`config.mk`:
```
export PLATFORM = sky130hd
export DESIGN_NAME = tce_top
export DESIGN_NICKNAME = d
export VERILOG_FILES = /design/src/rtl/tce_pkg.sv /design/src/rtl/tce_debounce.sv /design/src/rtl/tce_prescale.sv /design/src/rtl/tce_top.sv
export SDC_FILE = /design/constraint.sdc
export NUM_CORES = 1
export LEC_CHECK = 0
export ABC_CLOCK_PERIOD_IN_PS = 3000
export BUFFER_PORTS_ARGS = -buffer_cell sky130_fd_sc_hd__buf_2
export CAP_MARGIN = 0
export CORE_MARGIN = 2
export CORE_UTILIZATION = 53
export CTS_CLUSTER_SIZE = 30
export DETAILED_ROUTE_END_ITERATION = 6
export GPL_ROUTABILITY_DRIVEN = 0
export PLACE_DENSITY = 0.81
export SETUP_SLACK_MARGIN = 0.15
export SYNTH_ARGS = -nofsm -noshare
export SYNTH_HDL_FRONTEND = slang
export SYNTH_SLANG_ARGS = --single-unit
```
`constraint.sdc`:
```
create_clock -name pclk -period 3 [get_ports pclk]
set_input_delay 0.3 -clock pclk [delete_from_list [all_inputs] [get_ports pclk]]
set_output_delay 0.3 -clock pclk [all_outputs]
set_load 0.02 [all_outputs]
```
`src/rtl/tce_pkg.sv`:
```
// Shared constants, register map and types of the trigger conditioning block
package tce_pkg;

	// Register byte offsets on the APB slave
	localparam int unsigned ADDR_W     = 8;
	localparam logic [7:0]  ADR_CTRL   = 8'h00;
	localparam logic [7:0]  ADR_FUNC   = 8'h04;
	localparam logic [7:0]  ADR_FILT   = 8'h08;
	localparam logic [7:0]  ADR_DIV    = 8'h0C;
	localparam logic [7:0]  ADR_EXPT   = 8'h10;
	localparam logic [7:0]  ADR_SWTRIG = 8'h14;
	localparam logic [7:0]  ADR_STATUS = 8'h18;

	// Field widths
	localparam int unsigned FILT_W = 24;
	localparam int unsigned DIV_W  = 4;
	localparam int unsigned EXPT_W = 32;
	localparam int unsigned CTRL_W = 12;
	localparam int unsigned FUNC_W = 3;
	localparam int unsigned STAT_W = 4;

	// Timing: system clock, filter tick and fixed start delay
	localparam int unsigned SYS_CLK_NS      = 20;
	localparam int unsigned FILT_TICK_NS    = 15;
	localparam int unsigned START_DELAY_NS  = 100;
	localparam int unsigned START_DELAY_CYC =
		(START_DELAY_NS + SYS_CLK_NS - 1) / SYS_CLK_NS;

	// Boolean function codes
	typedef enum logic [2:0] {
		FN_OFF, FN_AND, FN_NAND, FN_OR, FN_NOR, FN_XOR, FN_XNOR, FN_TRIG_EN
	} tce_func_type;

	// Control register layout, bit 11 down to bit 0
	typedef struct packed {
		logic [2:0] a_sel;      // First operand: 0..3 line, 4+ logic port
		logic [2:0] b_sel;      // Second operand: 0..3 line, 4+ logic port
		logic [1:0] src_line;   // Line used when logic unit not routed
		logic       use_logic;  // Route logic result as trigger source
		logic       filt_en;    // Insert debouncer
		logic       div_en;     // Insert prescaler
		logic       width_mode; // Exposure follows trigger pulse width
	} tce_ctrl_type;

	// Status register layout, bit 3 down to bit 0
	typedef struct packed {
		logic filt_lvl;
		logic cond_lvl;
		logic waiting;
		logic exposing;
	} tce_status_type;

	// Reset values
	localparam tce_ctrl_type CTRL_RST = '{a_sel: 3'h0, b_sel: 3'h1,
		src_line: 2'h0, use_logic: 1'h0, filt_en: 1'h0, div_en: 1'h0,
		width_mode: 1'h0};
	localparam logic [FILT_W-1:0] FILT_RST = 24'h01_046A;
	localparam logic [DIV_W-1:0]  DIV_RST  = 4'h2;
	localparam logic [EXPT_W-1:0] EXPT_RST = 32'h0000_03E8;

endpackage

```
`src/rtl/tce_debounce.sv`:
```
// Glitch filter: passes a level only after it held for the set length
`timescale 1ns/1ns
`default_nettype none
module tce_debounce
	import tce_pkg::*;
#(
	parameter int unsigned W = FILT_W
)
(
	input  wire logic         pclk,     // System clock
	input  wire logic         presetn,  // Async reset, active low
	input  wire logic         raw,      // Unfiltered level
	input  wire logic [W-1:0] len,      // Required stable cycles
	output logic              filt_q    // Accepted level
);
	logic [W-1:0] cnt_q;
	logic         raw_q;

	initial
	begin
		if (W < 2 || W > 32)
			$error("tce_debounce: W out of range");
	end

	// Stability counter, restarted by any change of the raw level
	always_ff @(posedge pclk or negedge presetn)
	begin
		if (!presetn)
		begin
			cnt_q  <= '0;
			raw_q  <= 1'b0;
			filt_q <= 1'b0;
		end
		else
		begin
			raw_q <= raw;
			if (raw != raw_q)
				cnt_q <= '0;
			else if (raw != filt_q)
			begin
				if (cnt_q + 1'b1 >= len)
				begin
					filt_q <= raw;
					cnt_q  <= '0;
				end
				else
					cnt_q <= cnt_q + 1'b1;
			end
			else
				cnt_q <= '0;
		end
	end
endmodule
`default_nettype wire

```
`src/rtl/tce_prescale.sv`:
```
// Prescaler: passes one trigger pulse out of each group of ratio pulses
`timescale 1ns/1ns
`default_nettype none
module tce_prescale
	import tce_pkg::*;
#(
	parameter int unsigned W = DIV_W
)
(
	input  wire logic         pclk,     // System clock
	input  wire logic         presetn,  // Async reset, active low
	input  wire logic         clr,      // Divisor written, restart
	input  wire logic         pulse,    // One-cycle trigger in
	input  wire logic [W-1:0] ratio,    // Divisor, zero means 2**W
	output logic              out_q     // One-cycle trigger out
);
	logic [W-1:0] cnt_q;
	logic [W-1:0] last;

	initial
	begin
		if (W < 1 || W > 8)
			$error("tce_prescale: W out of range");
	end

	// Last count of a group; wraps so that zero selects the largest ratio
	assign last = ratio - 1'b1;

	// Pulse counter, masks all but the last pulse of a group
	always_ff @(posedge pclk or negedge presetn)
	begin
		if (!presetn)
		begin
			cnt_q <= '0;
			out_q <= 1'b0;
		end
		else
		begin
			out_q <= 1'b0;
			if (clr)
				cnt_q <= '0;
			else if (pulse)
			begin
				if (cnt_q == last)
				begin
					cnt_q <= '0;
					out_q <= 1'b1;
				end
				else
					cnt_q <= cnt_q + 1'b1;
			end
		end
	end
endmodule
`default_nettype wire

```
`src/rtl/tce_top.sv`:
```
// Trigger conditioning and exposure start with APB register access
// How it works
// - Logic unit always uses two operands
// - AND NAND OR NOR XOR XNOR, or off
// - Trigger enable: second gates the first
// - Accept level after stable programmed time
// - Filter length counted in system clock periods
// - Debouncer insertable, bypassed when disabled
// - Four-bit divisor, largest ratio sixteen
// - Prescaler passes one of divisor pulses
// - Reset trigger source is first input line
// - Rising trigger edge begins an exposure
// - Programmed mode ends after programmed time
// - Width mode follows trigger pulse width
// - Trigger during frame waits line-valid fall
// - Trigger outside frame starts after fixed delay
// - Exposure change applies only between exposures
// - Software command also starts an exposure
//
// The implementer's own choices: the APB slave port and the address map.
`timescale 1ns/1ns
`default_nettype none
module tce_top
	import tce_pkg::*;
#(
	parameter int unsigned LINES = 4
)
(
	input  wire logic              pclk,                 // System clock
	input  wire logic              presetn,              // Async reset
	input  wire logic              psel,                 // APB select
	input  wire logic              penable,              // APB enable
	input  wire logic              pwrite,               // APB direction
	input  wire logic [ADDR_W-1:0] paddr,                // APB address
	input  wire logic [31:0]       pwdata,               // APB write data
	output logic [31:0]            prdata_q,             // APB read data
	output logic                   pready_q,             // APB ready
	output logic                   pslverr_q,            // APB error
	input  wire logic [LINES-1:0]  trig_lines,           // Physical inputs
	input  wire logic              first_logic_operand,  // Chained logic A
	input  wire logic              second_logic_operand, // Chained logic B
	input  wire logic              frame_valid,          // Sensor readout
	input  wire logic              line_valid,           // Sensor line
	output logic                   logic_out_q,          // Logic result
	output logic                   exposure_q,           // Exposure active
	output logic                   expo_start_q          // Exposure begins
);
	localparam int START_WAIT = START_DELAY_CYC + 1; // Event edge to pulse

	typedef enum logic [1:0] {S_IDLE, S_WAIT_LV, S_DELAY, S_EXPOSE}
		tce_state_type;

	tce_ctrl_type      ctrl_q;
	tce_func_type      func_q;
	logic [FILT_W-1:0] filt_len_q;
	logic [DIV_W-1:0]  div_q;
	logic [EXPT_W-1:0] expt_q;
	logic [EXPT_W-1:0] exp_work_q;
	logic [EXPT_W-1:0] exp_cnt_q;
	logic [7:0]        dly_cnt_q;
	logic              sw_trig_q;
	logic              div_clr_q;
	logic              cond_q;
	logic              lv_q;
	tce_state_type     state_q;
	tce_status_type    status;

	logic        first_input_operand;
	logic        second_input_operand;
	logic        op_a;
	logic        op_b;
	logic        logic_y;
	logic        src_lvl;
	logic        filt_lvl;
	logic        cond_lvl;
	logic        cond_rise;
	logic        div_pulse;
	logic        hw_evt;
	logic        trig_evt;
	logic        lv_fall;
	logic        acc;
	logic        bus_wr;
	logic        hit;
	logic [31:0] rd_mux;

	initial
	begin
		if (LINES != 4)
			$error("tce_top: operand selects serve exactly four lines");
	end

	// Operand selection: a physical line or a chained logic result
	always_comb
	begin
		first_input_operand  = trig_lines[ctrl_q.a_sel[1:0]];
		second_input_operand = trig_lines[ctrl_q.b_sel[1:0]];
		op_a = ctrl_q.a_sel[2] ? first_logic_operand : first_input_operand;
		op_b = ctrl_q.b_sel[2] ? second_logic_operand
			: second_input_operand;
	end

	// Boolean function of the two operands
	always_comb
	begin
		unique case (func_q)
			FN_OFF:     logic_y = 1'b0;
			FN_AND:     logic_y = op_a & op_b;
			FN_NAND:    logic_y = ~(op_a & op_b);
			FN_OR:      logic_y = op_a | op_b;
			FN_NOR:     logic_y = ~(op_a | op_b);
			FN_XOR:     logic_y = op_a ^ op_b;
			FN_XNOR:    logic_y = ~(op_a ^ op_b);
			FN_TRIG_EN: logic_y = op_b & op_a;
		endcase
	end

	// Registered logic result, also offered as the trigger source
	always_ff @(posedge pclk or negedge presetn)
	begin
		if (!presetn)
			logic_out_q <= 1'b0;
		else
			logic_out_q <= logic_y;
	end

	// Source line, or logic result when routed
	assign src_lvl = ctrl_q.use_logic ? logic_out_q
		: trig_lines[ctrl_q.src_line];

	// Glitch filter, length in system clock periods
	tce_debounce #(.W(FILT_W)) u_filt
	(
		.pclk    (pclk),
		.presetn (presetn),
		.raw     (src_lvl),
		.len     (filt_len_q),
		.filt_q  (filt_lvl)
	);

	// Debouncer insertion point and edge detection
	assign cond_lvl  = ctrl_q.filt_en ? filt_lvl : src_lvl;
	assign cond_rise = cond_lvl & ~cond_q;

	always_ff @(posedge pclk or negedge presetn)
	begin
		if (!presetn)
		begin
			cond_q <= 1'b0;
			lv_q   <= 1'b0;
		end
		else
		begin
			cond_q <= cond_lvl;
			lv_q   <= line_valid;
		end
	end

	assign lv_fall = lv_q & ~line_valid;

	// Trigger divider
	tce_prescale #(.W(DIV_W)) u_div
	(
		.pclk    (pclk),
		.presetn (presetn),
		.clr     (div_clr_q),
		.pulse   (cond_rise),
		.ratio   (div_q),
		.out_q   (div_pulse)
	);

	// Hardware event on rising edge, optionally thinned by the divider
	assign hw_evt   = ctrl_q.div_en ? div_pulse : cond_rise;
	assign trig_evt = hw_evt | sw_trig_q;

	// Exposure sequencer
	always_ff @(posedge pclk or negedge presetn)
	begin
		if (!presetn)
		begin
			state_q      <= S_IDLE;
			dly_cnt_q    <= '0;
			exp_cnt_q    <= '0;
			exp_work_q   <= EXPT_RST;
			exposure_q   <= 1'b0;
			expo_start_q <= 1'b0;
		end
		else
		begin
			expo_start_q <= 1'b0;
			unique case (state_q)
				S_IDLE:
				begin
					dly_cnt_q <= '0;
					if (trig_evt)
					begin
						if (frame_valid)
							state_q <= S_WAIT_LV;
						else
							state_q <= S_DELAY;
					end
				end
				S_WAIT_LV:
				begin
					if (lv_fall)
					begin
						state_q      <= S_EXPOSE;
						exposure_q   <= 1'b1;
						expo_start_q <= 1'b1;
						exp_work_q   <= expt_q;
						exp_cnt_q    <= expt_q;
					end
				end
				S_DELAY:
				begin
					dly_cnt_q <= dly_cnt_q + 8'h01;
					if (dly_cnt_q == 8'(START_DELAY_CYC - 1))
					begin
						state_q      <= S_EXPOSE;
						exposure_q   <= 1'b1;
						expo_start_q <= 1'b1;
						exp_work_q   <= expt_q;
						exp_cnt_q    <= expt_q;
					end
				end
				S_EXPOSE:
				begin
					if (ctrl_q.width_mode)
					begin
						if (!cond_lvl)
						begin
							state_q    <= S_IDLE;
							exposure_q <= 1'b0;
						end
					end
					else if (exp_cnt_q <= 32'h0000_0001)
					begin
						state_q    <= S_IDLE;
						exposure_q <= 1'b0;
					end
					else
						exp_cnt_q <= exp_cnt_q - 32'h0000_0001;
				end
			endcase
		end
	end

	// APB access decode: one wait state, answer on the second access cycle
	assign acc    = psel & penable;
	assign bus_wr = acc & pready_q & pwrite;

	always_comb
	begin
		status.filt_lvl = filt_lvl;
		status.cond_lvl = cond_lvl;
		status.waiting  = (state_q == S_WAIT_LV) || (state_q == S_DELAY);
		status.exposing = exposure_q;
		hit    = 1'b1;
		rd_mux = '0;
		unique case (paddr)
			ADR_CTRL:   rd_mux[CTRL_W-1:0] = ctrl_q;
			ADR_FUNC:   rd_mux[FUNC_W-1:0] = func_q;
			ADR_FILT:   rd_mux[FILT_W-1:0] = filt_len_q;
			ADR_DIV:    rd_mux[DIV_W-1:0]  = div_q;
			ADR_EXPT:   rd_mux             = expt_q;
			ADR_SWTRIG: rd_mux             = '0;
			ADR_STATUS: rd_mux[STAT_W-1:0] = status;
			default:    hit                = 1'b0;
		endcase
	end

	// Bus handshake and read data
	always_ff @(posedge pclk or negedge presetn)
	begin
		if (!presetn)
		begin
			pready_q  <= 1'b0;
			pslverr_q <= 1'b0;
			prdata_q  <= '0;
		end
		else
		begin
			pready_q  <= acc & ~pready_q;
			pslverr_q <= acc & ~pready_q & ~hit;
			prdata_q  <= (acc & ~pready_q & ~pwrite) ? rd_mux : '0;
		end
	end

	// Configuration registers
	always_ff @(posedge pclk or negedge presetn)
	begin
		if (!presetn)
		begin
			ctrl_q     <= CTRL_RST;
			func_q     <= FN_OFF;
			filt_len_q <= FILT_RST;
			div_q      <= DIV_RST;
			expt_q     <= EXPT_RST;
		end
		else if (bus_wr)
		begin
			unique case (paddr)
				ADR_CTRL: ctrl_q     <= tce_ctrl_type'(pwdata[CTRL_W-1:0]);
				ADR_FUNC: func_q     <= tce_func_type'(pwdata[FUNC_W-1:0]);
				ADR_FILT: filt_len_q <= pwdata[FILT_W-1:0];
				ADR_DIV:  div_q      <= pwdata[DIV_W-1:0];
				ADR_EXPT: expt_q     <= pwdata;
				default:  ;
			endcase
		end
	end

	// Command strobes: software trigger and divider clear
	always_ff @(posedge pclk or negedge presetn)
	begin
		if (!presetn)
		begin
			sw_trig_q <= 1'b0;
			div_clr_q <= 1'b0;
		end
		else
		begin
			sw_trig_q <= bus_wr && paddr == ADR_SWTRIG && pwdata[0];
			div_clr_q <= bus_wr && paddr == ADR_DIV;
		end
	end

	// Helper: length of the running exposure
	logic [EXPT_W-1:0] hi_cnt_q;

	always_ff @(posedge pclk or negedge presetn)
	begin
		if (!presetn)
			hi_cnt_q <= '0;
		else if (expo_start_q)
			hi_cnt_q <= 32'h0000_0001;
		else if (exposure_q)
			hi_cnt_q <= hi_cnt_q + 32'h0000_0001;
	end
endmodule
`default_nettype wire

```
## Yosys cells after proc, flatten, opt, wreduce, memory -nomap -nowiden

Cells that the tools add are included.
W data, S select, Z words.

| storage, ports and cells | value |
|---|---|
| bits in registers | 189 |
| logic and storage cells | 159 |
| bits of input ports | 53 |
| output and inout port bits | 37 |

| cells by class | value |
|---|---|
| equality and inequality tests | 27 |
| muxes and demuxes | 51 |
| reductions and logical operators | 21 |
| bitwise operators | 21 |
| add/subtract/negate cells | 5 |
| $lt $le $gt $ge | 5 |

Operators with widths:

| operator | number |
|---|---|
| $mux W32 | 5 |
| $pmux W32 S3 | 1 |
| $mux W24 | 3 |
| $le A32 B1 Y1 const B | 1 |
| $sub A32 B1 Y32 const B | 1 |
| $add A24 B1 Y24 const B | 1 |
| $eq A8 B5 Y1 const B | 3 |
| $ge A24 B24 Y1 | 1 |
| $pmux W12 S2 | 1 |
| $pmux W8 S3 | 1 |
| $mux W1 | 19 |
| $pmux W3 S6 | 1 |
| $eq A8 B3 Y1 const B | 2 |
| $eq A8 B4 Y1 const B | 2 |
| $pmux W8 S2 | 1 |
| $reduce_and A5 Y1 | 3 |
| $mux W2 | 7 |
| $eq A3 B3 Y1 const B | 4 |
| $mux W4 | 3 |
| $ne A2 B2 Y1 const B | 5 |
| $reduce_and A2 Y1 | 5 |
| $and A1 B1 Y1 | 9 |
| $lt A2 B3 Y1 const B | 3 |
| $not A1 Y1 | 9 |
| 29 further kinds | 39 |

## Depth between registers and ports, before layout

Gate-level depths: netlist of run 1.

| depth | value |
|---|---|
| depth in word-level cells | 9 |
| depth in mapped cells | 14 |
| depth with buffers taken out | 13 |

## By module

From an unflattened synthesis of run 1, not the netlist that was laid out.

| second synthesis, totals | value |
|---|---|
| cell total of the unflattened synthesis | 911 |
| area, all modules | 9948.3 um^2 |

Modules (own cells, without submodules):

| module | cells each | area an instance (um^2) | seq. area each (um^2) | times used |
|---|---|---|---|---|
| tce_top | 670 | 7531.0 | 3971.3 | 1 |
| tce_debounce | 209 | 2082.0 | 650.6 | 1 |
| tce_prescale | 32 | 335.3 | 125.1 | 1 |

## Least setup slack after synthesis of run 1

OpenSTA, ideal clock, no wires.

| timing path | value |
|---|---|
| path kind | register to register |
| from | register u_filt.cnt_q[0] |
| to | register u_filt.cnt_q[10] |
| setup slack | 0.011 ns |
| buffers on the path | 1 |
| required time | 2.926 ns |
| setup time | 0.074 ns |
| arrival | 2.915 ns |
| cell stages (with the launch flop) | 15 |
| period minus slack after synthesis | 2.989 ns |
| cell sequence | dfrtp_1 ha_1 and4_1 nor2b_1 nand3_1 nor2_1 xnor2_1 ha_1 nand3_1 nand3_1 a211o_1 o21ai_0 nand4_1 clkbuf_1 nor2b_1 |

| between the ends | value |
|---|---|
| cells in the longest elaborated chain, start to end | 5 |

RTL lines:

| item | line | source |
|---|---|---|
| from (decl) | tce_debounce.sv:16 | `logic [W-1:0] cnt_q;` |
| from (signal assigned) | tce_debounce.sv:47 | `cnt_q <= cnt_q + 1'b1;` |
| $add A24 B1 Y24 (*) | tce_debounce.sv:41, tce_debounce.sv:47 |  |
| $ge A24 B24 Y1 | tce_debounce.sv:41 | `if (cnt_q + 1'b1 >= len)` |
| $mux W24 (*) | tce_debounce.sv:41 |  |
| $mux W24 (*) | tce_debounce.sv:39 | `else if (raw != filt_q)` |
| $mux W24 (*) | tce_debounce.sv:37 | `if (raw != raw_q)` |

Mark *: on every way between the ends. The rest lies on a longest branch, timed or not.
A chain may end at the register's enable or synchronous reset.

## Worst setup path after layout of run 1

| timing path | value |
|---|---|
| from | register u_filt.cnt_q[0] |
| to | register u_filt.cnt_q[1] |

Same word-level chain as after synthesis.

==> flow_summary_export.csv, run 1 <==
group,metric,value,unit
yosys,syn_area_per_cell,10.5,sq um
placement,port_buffers,89,
routing,drc,0,
yosys,syn_area,0.00972,sq mm
routing,wl_per_cell,19.7,microns
global_routing,grt_pass1_vias,7769,
cts,clock_latency,0.44,ns
pwr,power_density,655,mW/mm^2
timing,slew_headroom,41.4,%
global_routing,grt_overflow,0,
finish,fill_cells,1301,
die,coreArea,0.0180,sq mm
cts,h-tree-depth,4,
timing,skew,0.0118,ns
cts,tritoncts.num_buffers,17,
routing,viasPerCell,6.25,
pwr,cellLeakagePower,5.32,nW
finish,final-seq-area,0.00475,sq mm
timing,fin_crit_sh,106,%
cts,cts_tree,"yes",
setup_path,cp_data_required_time,3.31,ns
die,fp.dieW,139,microns
setup_path,path_class,"flop to flop",
timing,setup_viol,25,
global_routing,grt_pass1_wl,39800,microns
global_routing,grt_max_degree,88,
yosys,async_reset_ff_share,100,%
timing,hold_slack,0.0907,ns
finish,nets,1134,
cts,clock_path_buffers,2,
yosys,ys_types,61,
die,start_util,54.1,%
yosys,yosysWarnings,0,
yosys,synth_cells,926,
timing,fin_ws,-0.193,ns
yosys,synth_seq_area_share,48.9,%
finish,syn_to_final_growth,19.4,%
timing,finalCriticalPeriod,3.19,ns
cts,clockRootBuffer,"clkbuf_16",
yosys,synth_nets,1016,
run_status,status,"finished with violations",
timing,finalSetupTns,-3.53,ns
finish,final_area,0.0116,sq mm
routing,drt-initial-drc-count,986,
cts,cts.sinks,189,
timing,worstMarginPinSlew,0.878,ns
yosys,ys_ff_latch,189,
routing,drt_pre_antenna_iters,5,
finish,multi_input_area,0.00495,sq mm
flow_run,cap_violations,0,
hold_path,min_path_cells,2,
global_routing,track_usage,25.4,%
die,ios,90,
placement,post-dp-hpwl,16000,microns
timing,rsz0062_at_grt,"yes",
timing,clock.fmax,313,MHz
pwr,ir_drop,0.000549,V
setup_path,startpoint_type,"flop",
timing,finalHoldViolations,0,
die,die_h,139,microns
finish,drive_above_1_share,29.7,%
timing,drv_slew,0,
placement,placed_area,0.0106,sq mm
finish,diodes,0,
run_status,violations,"negative setup slack",
finish,fin_cells,1286,
die,die_area,0.0194,sq mm
yosys,synth_edf_count,0,
setup_path,arrival,3.51,ns
setup_path,rr_worst_depth,13,
die,rows,49,
yosys,ys.flop_type,"dfrtp_1",
global_routing,antenna_found_initial,0,
routing,wl,25400,microns
setup_path,endpoint_kind,"flop",
hold_path,hold_path_class,"primary input to flop",
placement,dpl.cell_count,1230,
setup_path,cp_max_fo,5,
routing,ant_nets,0,
cts,cts.clk_slew.worst_paths,0.07,ns
routing,via_count,8041,
==> Yosys cell counts, drive strengths merged, types with 8 or more instances <==
cell type	number	area share, %
a21oi	42	2.2
a22oi	18	1.4
a31oi	8	0.52
and3	16	1.0
buf	12	0.59
clkbuf	24	0.93
dfrtp	175	45
dfstp	14	3.8
ha	37	4.8
inv	47	1.8
mux2	74	8.6
mux2i	31	3.2
nand2	72	2.8
nand3	32	1.6
nand4	17	1.1
nor2	66	2.5
nor2b	24	1.5
nor3	28	1.4
nor4	11	0.84
o21ai	31	1.6
o22ai	24	1.5
or3	9	0.63
xnor2	18	1.6
xor2	10	0.90
==> flip-flops by register name, summed over array words and instances, names as in the netlist, 2 cells and up <==
signal,flops
prdata_q,32
div_q,4
dly_cnt_q,8
u_filt.cnt_q,24
state_q,2
filt_len_q,24
u_div.cnt_q,4
exp_cnt_q,32
expt_q,32
ctrl_q,12
func_q,3
==> layout by cell type (no fill, tap or decap), drive strengths merged, types with 10 or more instances in the layout <==
master	synthesis	final
dfrtp	175	175
buf	12	132
mux2	74	74
nand2	72	72
nor2	66	66
inv	47	51
a21oi	42	42
ha	37	37
nand3	32	32
mux2i	31	31
o21ai	31	31
nor3	28	28
o22ai	24	24
nor2b	24	24
clkbuf	24	21
a22oi	18	18
xnor2	18	18
nand4	17	17
and3	16	16
dfstp	14	14
nor4	11	11
xor2	10	10
==> per-stage QoR <==
step                power (mW)  setup slack [ns]  util, %
global placement          5.29            0.0974     58.7
finish                    7.60            -0.193     64.6
CTS                       7.55            0.0731     62.9
global route              8.01            -0.298     64.6
detailed placement        5.38           -0.0888     58.7
floorplan                 4.71             0.212        -
==> per-layer routing <==
layer	GRT usage (%)	vias up	wire, microns
met3	4.65	69	1550
met1	34.7	3990	10700
li1	-	3628	-
met4	8.61	0	844
met2	41.4	354	12300
met5	0	-	0
==> kinds of logic (layout without fill, tap and decap cells) <==
group | count (synthesis) | in the layout | share of synthesized area (%)
and+or+nand+nor | 301 | 301 | 15.6
DFF | 189 | 189 | 48.9
AOI/OAI and AO/OA | 180 | 180 | 12.4
muxes | 108 | 108 | 12.5
buffers and inverters | 83 | 214 | 3.34
adders and majority gates | 37 | 37 | 4.76
xor gates and xnor gates | 28 | 28 | 2.52
==> final cells by class <==
type	instances	share of cell area, %
clock buffer	20	3.85
clock inverter	12	0.971
inverter	47	1.52
multi-input combinational	654	42.7
sequential	189	41.0
tap	229	2.47
timing repair buffer	135	7.50
==> worst max-delay path, cell delays in order (launching register included) <==
cell and delay [ns]:
dfrtp_2 0.45, nand3_4 0.11, nor3_1 0.20, buf_4 0.18
nand3_1 0.17, nor4_2 0.33, xor2_1 0.15, ha_1 0.34
nand4_1 0.20, a31oi_4 0.25, o211ai_1 0.17, buf_4 0.18
and3_4 0.17, and3_1 0.17
==> repair_timing <==
item	CTS	global route
buffers inserted	8	13
resized for setup	24	42
setup endpoints to repair	25	25
hold buffers	2	0
pin swaps	4	32
endpoints found under the hold margin	83	0
cloned	1	0
==> path summary, 6_finish.rpt <==
check / start / endpoint / slack (ns)
setup reg to reg: u_filt.cnt_q[0]$_DFF_PN0_ / u_filt.cnt_q[1]$_DFF_PN0_ / -0.19
hold / removal: pwdata[25] / expt_q[25]$_DFFE_PN0P_ / 0.09
max in group asynchronous: presetn / expt_q[8]$_DFFE_PN1P_ / 1.70
hold reg to reg: func_q[2]$_DFFE_PN0P_ / logic_out_q$_DFF_PN0_ / 0.50
setup / recovery: u_filt.cnt_q[0]$_DFF_PN0_ / u_filt.cnt_q[1]$_DFF_PN0_ / -0.19
min in group asynchronous: presetn / prdata_q[28]$_DFF_PN0_ / 0.50
==> report_power, final <==
group / total, mW / internal [mW] / switching, mW
logic: 2.31 / 0.886 / 1.42
clock network: 2.17 / 1.17 / 1.00
registers: 3.11 / 2.81 / 0.307
Power figures use the tool's default switching activity.
==> run 2, diff against run 1 <==
--- a/config.mk
+++ b/config.mk
@@ -12,8 +12,7 @@
 export CORE_UTILIZATION = 53
 export CTS_CLUSTER_SIZE = 30
 export DETAILED_ROUTE_END_ITERATION = 6
-export GPL_ROUTABILITY_DRIVEN = 0
-export PLACE_DENSITY = 0.81
+export PLACE_DENSITY = 0.83
 export SETUP_SLACK_MARGIN = 0.15
 export SYNTH_ARGS = -nofsm -noshare
 export SYNTH_HDL_FRONTEND = slang
==> run 2 against run 1 <==
The run still ends with negative setup slack left. Non-clock buffer count rose by 2. Sequential power about the same. Register-to-register slack improved by 0.19 ns. Clock skew fell by 0.0029 ns. Routed wire length down 0.99%. Combinational power about the same. Critical path depth is 2 higher. Critical endpoint is now u_filt.cnt_q[10]$_DFF_PN0_. Largest power group unchanged. Highest routed layer unchanged.
==> flow_summary_export.csv, run 2 (synthesized netlist as in run 1, its figures left out) <==
group,metric,value,unit
routing,viasPerCell,6.17,
cts,clock_path_buffers,2,
routing,drt-initial-drc-count,727,
hold_path,hold_path_class,"primary input to flop",
timing,worstMarginPinSlew,0.876,ns
run_status,violations,"negative setup slack",
finish,fill_cells,1297,
hold_path,min_path_cells,2,
die,fp.dieW,139,microns
finish,nets,1136,
timing,setup_viol,4,
pwr,ir_drop,0.000538,V
flow_run,cap_violations,0,
global_routing,grt_pass1_wl,39900,microns
timing,finalSetupTns,-0.00756,ns
cts,cts.clk_slew.worst_paths,0.07,ns
setup_path,endpoint_kind,"flop",
timing,fin_crit_sh,100,%
setup_path,startpoint,"u_filt.cnt_q[0]$_DFF_PN0_",
pwr,power_density,670,mW/mm^2
timing,fin_ws,-0.00363,ns
routing,via_count,7950,
global_routing,track_usage,25.6,%
timing,skew,0.00898,ns
die,die_h,139,microns
setup_path,startpoint_type,"flop",
timing,rsz0062_at_grt,"yes",
routing,drt_pre_antenna_iters,5,
hold_path,hp-start,"pwdata[27]",
cts,clock_latency,0.45,ns
timing,slew_headroom,41.1,%
setup_path,arrival,3.33,ns
finish,multi_input_area,0.00489,sq mm
global_routing,grt_pass1_vias,7963,
setup_path,path_class,"flop to flop",
global_routing,grt_max_degree,88,
timing,finalHoldViolations,0,
run_status,status,"finished with violations",
timing,finalCriticalPeriod,3.00,ns
die,coreArea,0.0180,sq mm
placement,placed_area,0.0105,sq mm
cts,cts.sinks,189,
placement,routabilityCongestion,0.908,
die,rows,49,
finish,final_cell_mix,"dfrtp_1, buf_2, mux2_2, nand2_1, nor2_1",
hold_path,hold_path_end,"expt_q[27]$_DFFE_PN0P_",
routing,drc,0,
cts,tritoncts.num_buffers,17,
routing,wl,25100,microns
setup_path,cp_max_fo,8,
placement,post-dp-hpwl,16300,microns
finish,final_area,0.0116,sq mm
cts,cts_tree,"yes",
setup_path,rr_worst_depth,15,
die,start_util,54.1,%
die,ios,90,
timing,clock.fmax,333,MHz
global_routing,grt_overflow,0,
finish,drive_above_1_share,28.8,%
finish,final-seq-area,0.00475,sq mm
finish,syn_to_final_growth,19.1,%
routing,ant_nets,0,
cts,clockRootBuffer,"clkbuf_16",
finish,layout_commonest_cell,"dfrtp_1",
global_routing,antenna_found_initial,0,
cts,h-tree-depth,4,
placement,dpl_worst_slack,-0.00126,ns
pwr,cellLeakagePower,5.35,nW
die,die_area,0.0194,sq mm
setup_path,r2r_setup_slack,-0.004,ns
placement,port_buffers,89,
setup_path,regToRegStartpoint,"u_filt.cnt_q[0]$_DFF_PN0_",
setup_path,cp_data_required_time,3.33,ns
routing,wl_per_cell,19.5,microns
setup_path,worstReg2RegEnd,"u_filt.cnt_q[10]$_DFF_PN0_",
timing,drv_slew,0,
finish,diodes,0,
finish,reg_top3,"exp_cnt_q (32), expt_q (32), prdata_q (32)",
==> run 2: per-stage QoR <==
| step | hold WS [ns] | instances | power, mW | util, % |
|---|---|---|---|---|
| CTS | 0.0780 | 1281 | 7.73 | 63.5 |
| finish | 0.0877 | 1288 | 7.75 | 64.4 |
| detailed placement | 0.180 | 1231 | 5.41 | 58.7 |
| global route | 0.0809 | 1288 | 8.16 | 64.4 |
| floorplan | 0.00441 | 926 | 4.71 | - |
| global placement | 0.181 | 1231 | 5.30 | 58.7 |
==> run 2: cell type report <==
class	instances	area share [%]
inverter	47	1.52
tap	229	2.48
multi-input combinational	654	42.3
timing repair buffer	137	7.54
clock inverter	12	1.29
sequential	189	41.0
clock buffer	20	3.86
==> run 2: metal layers <==
layer / wire, microns / GRT usage, % / share of wire [%] / vias to the layer above
met2: 12400 / 41.5 / 49 / 324
li1: - / - / - / 3615
met4: 884 / 12.5 / 3.5 / 0
met3: 1450 / 4.99 / 5.8 / 76
met1: 10400 / 33.2 / 42 / 3935
met5: 0 / 0 / 0 / -
==> run 2: repair_timing <==
action,CTS,global route
hold buffers,2,0
gates cloned,1,0
setup endpoints to repair,25,25
resized for setup,27,23
endpoints found under the hold margin,20,0
pin swaps,17,20
buffers inserted,15,7
==> run 2: worst max path at each step <==
stage,depth (start not counted),slack (ns),end
6_report,15,-0.004,u_filt.cnt_q[10]$_DFF_PN0_
5_1_grt,14,-0.13,u_filt.cnt_q[6]$_DFF_PN0_
4_1_cts,14,0.14,u_filt.cnt_q[22]$_DFF_PN0_
3_5_place_dp,14,-0.001,u_filt.cnt_q[10]$_DFF_PN0_
3_3_place_gp,14,0.08,u_filt.cnt_q[15]$_DFF_PN0_
2_1_floorplan,14,0.21,u_filt.cnt_q[10]$_DFF_PN0_
==> run 2: critical path: stages, from the launching register on <==
cell and delay (ns):
dfrtp_1 0.41, ha_2 0.20, and4_1 0.22, nor2b_4 0.22, nand3_4 0.17, buf_4 0.19, buf_4 0.13, xnor2_2 0.15
ha_4 0.29, nand4_1 0.13, nor2_2 0.15, o211ai_1 0.15, nand4_1 0.15, buf_6 0.13, buf_6 0.13, nor2b_1 0.05
==> run 2: power breakdown <==
| part | internal (mW) | switching [mW] | leakage (nW) |
|---|---|---|---|
| combinational | 0.902 | 1.41 | 2.56 |
| clock | 1.27 | 1.05 | 0.282 |
| sequential | 2.81 | 0.309 | 2.50 |
==> run 3, diff against run 2 <==
--- a/config.mk
+++ b/config.mk
@@ -12,6 +12,7 @@
 export CORE_UTILIZATION = 53
 export CTS_CLUSTER_SIZE = 30
 export DETAILED_ROUTE_END_ITERATION = 6
+export GPL_TIMING_DRIVEN = 0
 export PLACE_DENSITY = 0.83
 export SETUP_SLACK_MARGIN = 0.15
 export SYNTH_ARGS = -nofsm -noshare
==> run 3 against run 2 <==
The flow still finishes with violations (negative setup slack). Total power is 1.8% lower. Register-to-register slack worse by 0.46 ns. Critical path depth down 2. Non-clock buffer count rose by 22. Sequential share of layout area down 0.22 points. Final cell count grew 1.7%. Die area did not move. Worst setup slack worse by 0.46 ns. Largest power group unchanged. Via count grew 3.1%. Worst hold slack worse by 0.010 ns. Routed wire length increased by 5.1%.
==> flow_summary_export.csv, run 3 (synthesized netlist as in run 1, its figures left out) <==
group,metric,value,unit
global_routing,grt_pass1_vias,7962,
finish,final-seq-area,0.00475,sq mm
routing,drt_pre_antenna_iters,6,
die,fp.dieW,139,microns
timing,rsz0062_at_grt,"yes",
timing,fin_ws,-0.466,ns
cts,clockRootBuffer,"clkbuf_16",
pwr,power_density,654,mW/mm^2
setup_path,endpoint_kind,"flop",
setup_path,startpoint_type,"flop",
setup_path,cp_data_required_time,3.33,ns
placement,port_buffers,88,
routing,viasPerCell,6.26,
finish,final_util,64.8,%
cts,h-tree-depth,4,
timing,setup_viol,25,
die,die_area,0.0194,sq mm
cts,cts_tree,"yes",
routing,wl_per_cell,20.2,microns
timing,fin_crit_sh,116,%
timing,drv_slew,0,
routing,drc,0,
setup_path,arrival,3.80,ns
finish,drive_above_1_share,27.9,%
global_routing,grt_overflow,0,
cts,cts.clk_slew.worst_paths,0.07,ns
finish,final_cell_mix,"dfrtp_1, buf_2, mux2_2, nand2_1, nor2_1",
setup_path,cp_max_fo,5,
timing,skew,0.0107,ns
timing,slew_headroom,43.1,%
cts,cts.sinks,189,
routing,via_count,8198,
cts,tritoncts.num_buffers,17,
finish,nets,1158,
routing,drt-initial-drc-count,968,
placement,routabilityCongestion,0.941,
die,rows,49,
placement,post-dp-hpwl,16800,microns
global_routing,antenna_found_initial,1,
finish,syn_to_final_growth,19.7,%
timing,clock.fmax,289,MHz
die,coreArea,0.0180,sq mm
global_routing,grt_pass1_wl,40900,microns
die,die_h,139,microns
finish,layout_commonest_cell,"dfrtp_1",
global_routing,grt_max_degree,97,
timing,worstMarginPinSlew,0.847,ns
placement,dpl.cell_count,1244,
cts,clock_path_buffers,2,
timing,finalCriticalPeriod,3.47,ns
finish,fill_cells,1297,
pwr,cellLeakagePower,5.38,nW
routing,ant_nets,0,
run_status,status,"finished with violations",
finish,fin_cells,1310,
finish,diodes,0,
hold_path,hold_path_class,"primary input to flop",
die,ios,90,
timing,finalHoldViolations,0,
setup_path,path_class,"flop to flop",
run_status,violations,"negative setup slack",
finish,multi_input_area,0.00493,sq mm
die,start_util,54.1,%
cts,clock_latency,0.45,ns
flow_run,cap_violations,0,
pwr,ir_drop,0.000481,V
routing,wl,26400,microns
finish,reg_top3,"exp_cnt_q (32), expt_q (32), prdata_q (32)",
global_routing,track_usage,26.4,%
[run 3: final timing paths]
| path | slack [ns] | startpoint | end | cells after the start |
|---|---|---|---|---|
| min in group asynchronous | 0.44 | presetn | dly_cnt_q[4]$_DFFE_PN0P_ | 2 |
| max in group asynchronous | 1.64 | presetn | expt_q[3]$_DFFE_PN1P_ | 3 |
| hold reg to reg | 0.50 | dly_cnt_q[7]$_DFFE_PN0P_ | dly_cnt_q[7]$_DFFE_PN0P_ | 1 |
| setup / recovery | -0.47 | u_filt.cnt_q[0]$_DFF_PN0_ | u_filt.filt_q$_DFFE_PN0P_ | 13 |
| hold / removal | 0.08 | pwdata[25] | expt_q[25]$_DFFE_PN0P_ | 2 |
| setup reg to reg | -0.47 | u_filt.cnt_q[0]$_DFF_PN0_ | u_filt.filt_q$_DFFE_PN0P_ | 13 |
[run 3: through the flow]
step	hold WS (ns)	total power, mW	setup TNS (ns)	setup WS [ns]	instance area, sq um
floorplan	0.00441	4.71	0	0.212	9740
CTS	0.0794	7.52	0	0.0325	11400
finish	0.0775	7.61	-9.58	-0.466	11600
detailed placement	0.370	5.35	-9.54	-0.453	10500
global route	0.0807	8.02	-11.06	-0.510	11600
global placement	0.429	5.27	-258.90	-1.41	10500
[run 3: layout make-up]
type | instances | area share, %
clock inverter | 14 | 1.08
sequential | 189 | 40.8
tap | 229 | 2.46
multi-input combinational | 654 | 42.4
timing repair buffer | 123 | 6.59
clock buffer | 18 | 3.69
buffer | 36 | 1.46
inverter | 47 | 1.52
[run 3: where the power goes]
group / total (mW) / internal (mW) / switching, mW
logic: 2.30 / 0.835 / 1.46
clock network: 2.19 / 1.09 / 1.09
registers: 3.12 / 2.81 / 0.319
[run 3: critical path: stages (launching register included)]
cell,delay (ns)
dfrtp_1,0.43
ha_2,0.23
and4_1,0.26
nor2b_4,0.27
nand3_4,0.19
nor3_4,0.25
xnor2_2,0.13
ha_1,0.36
nand4_1,0.18
a31oi_4,0.25
o211ai_1,0.19
buf_4,0.18
and3_4,0.16
o211ai_1,0.26
[run 3: layer usage]
metal | GRT usage (%) | up-vias | share of wire [%]
met1 | 34.3 | 4017 | 41
met3 | 4.58 | 109 | 6.7
met2 | 42.8 | 409 | 48
li1 | - | 3661 | -
met4 | 13.6 | 2 | 4.9
met5 | 0 | - | 0.049
[run 3: timing repair]
action / 4_1_cts / 5_1_grt
pin swaps: 24 / 17
resized for setup: 35 / 26
gates cloned: 1 / 1
hold buffers: 2 / 0
buffers inserted: 24 / 5
endpoints found under the setup margin: 25 / 26
hold endpoints to repair: 93 / 0
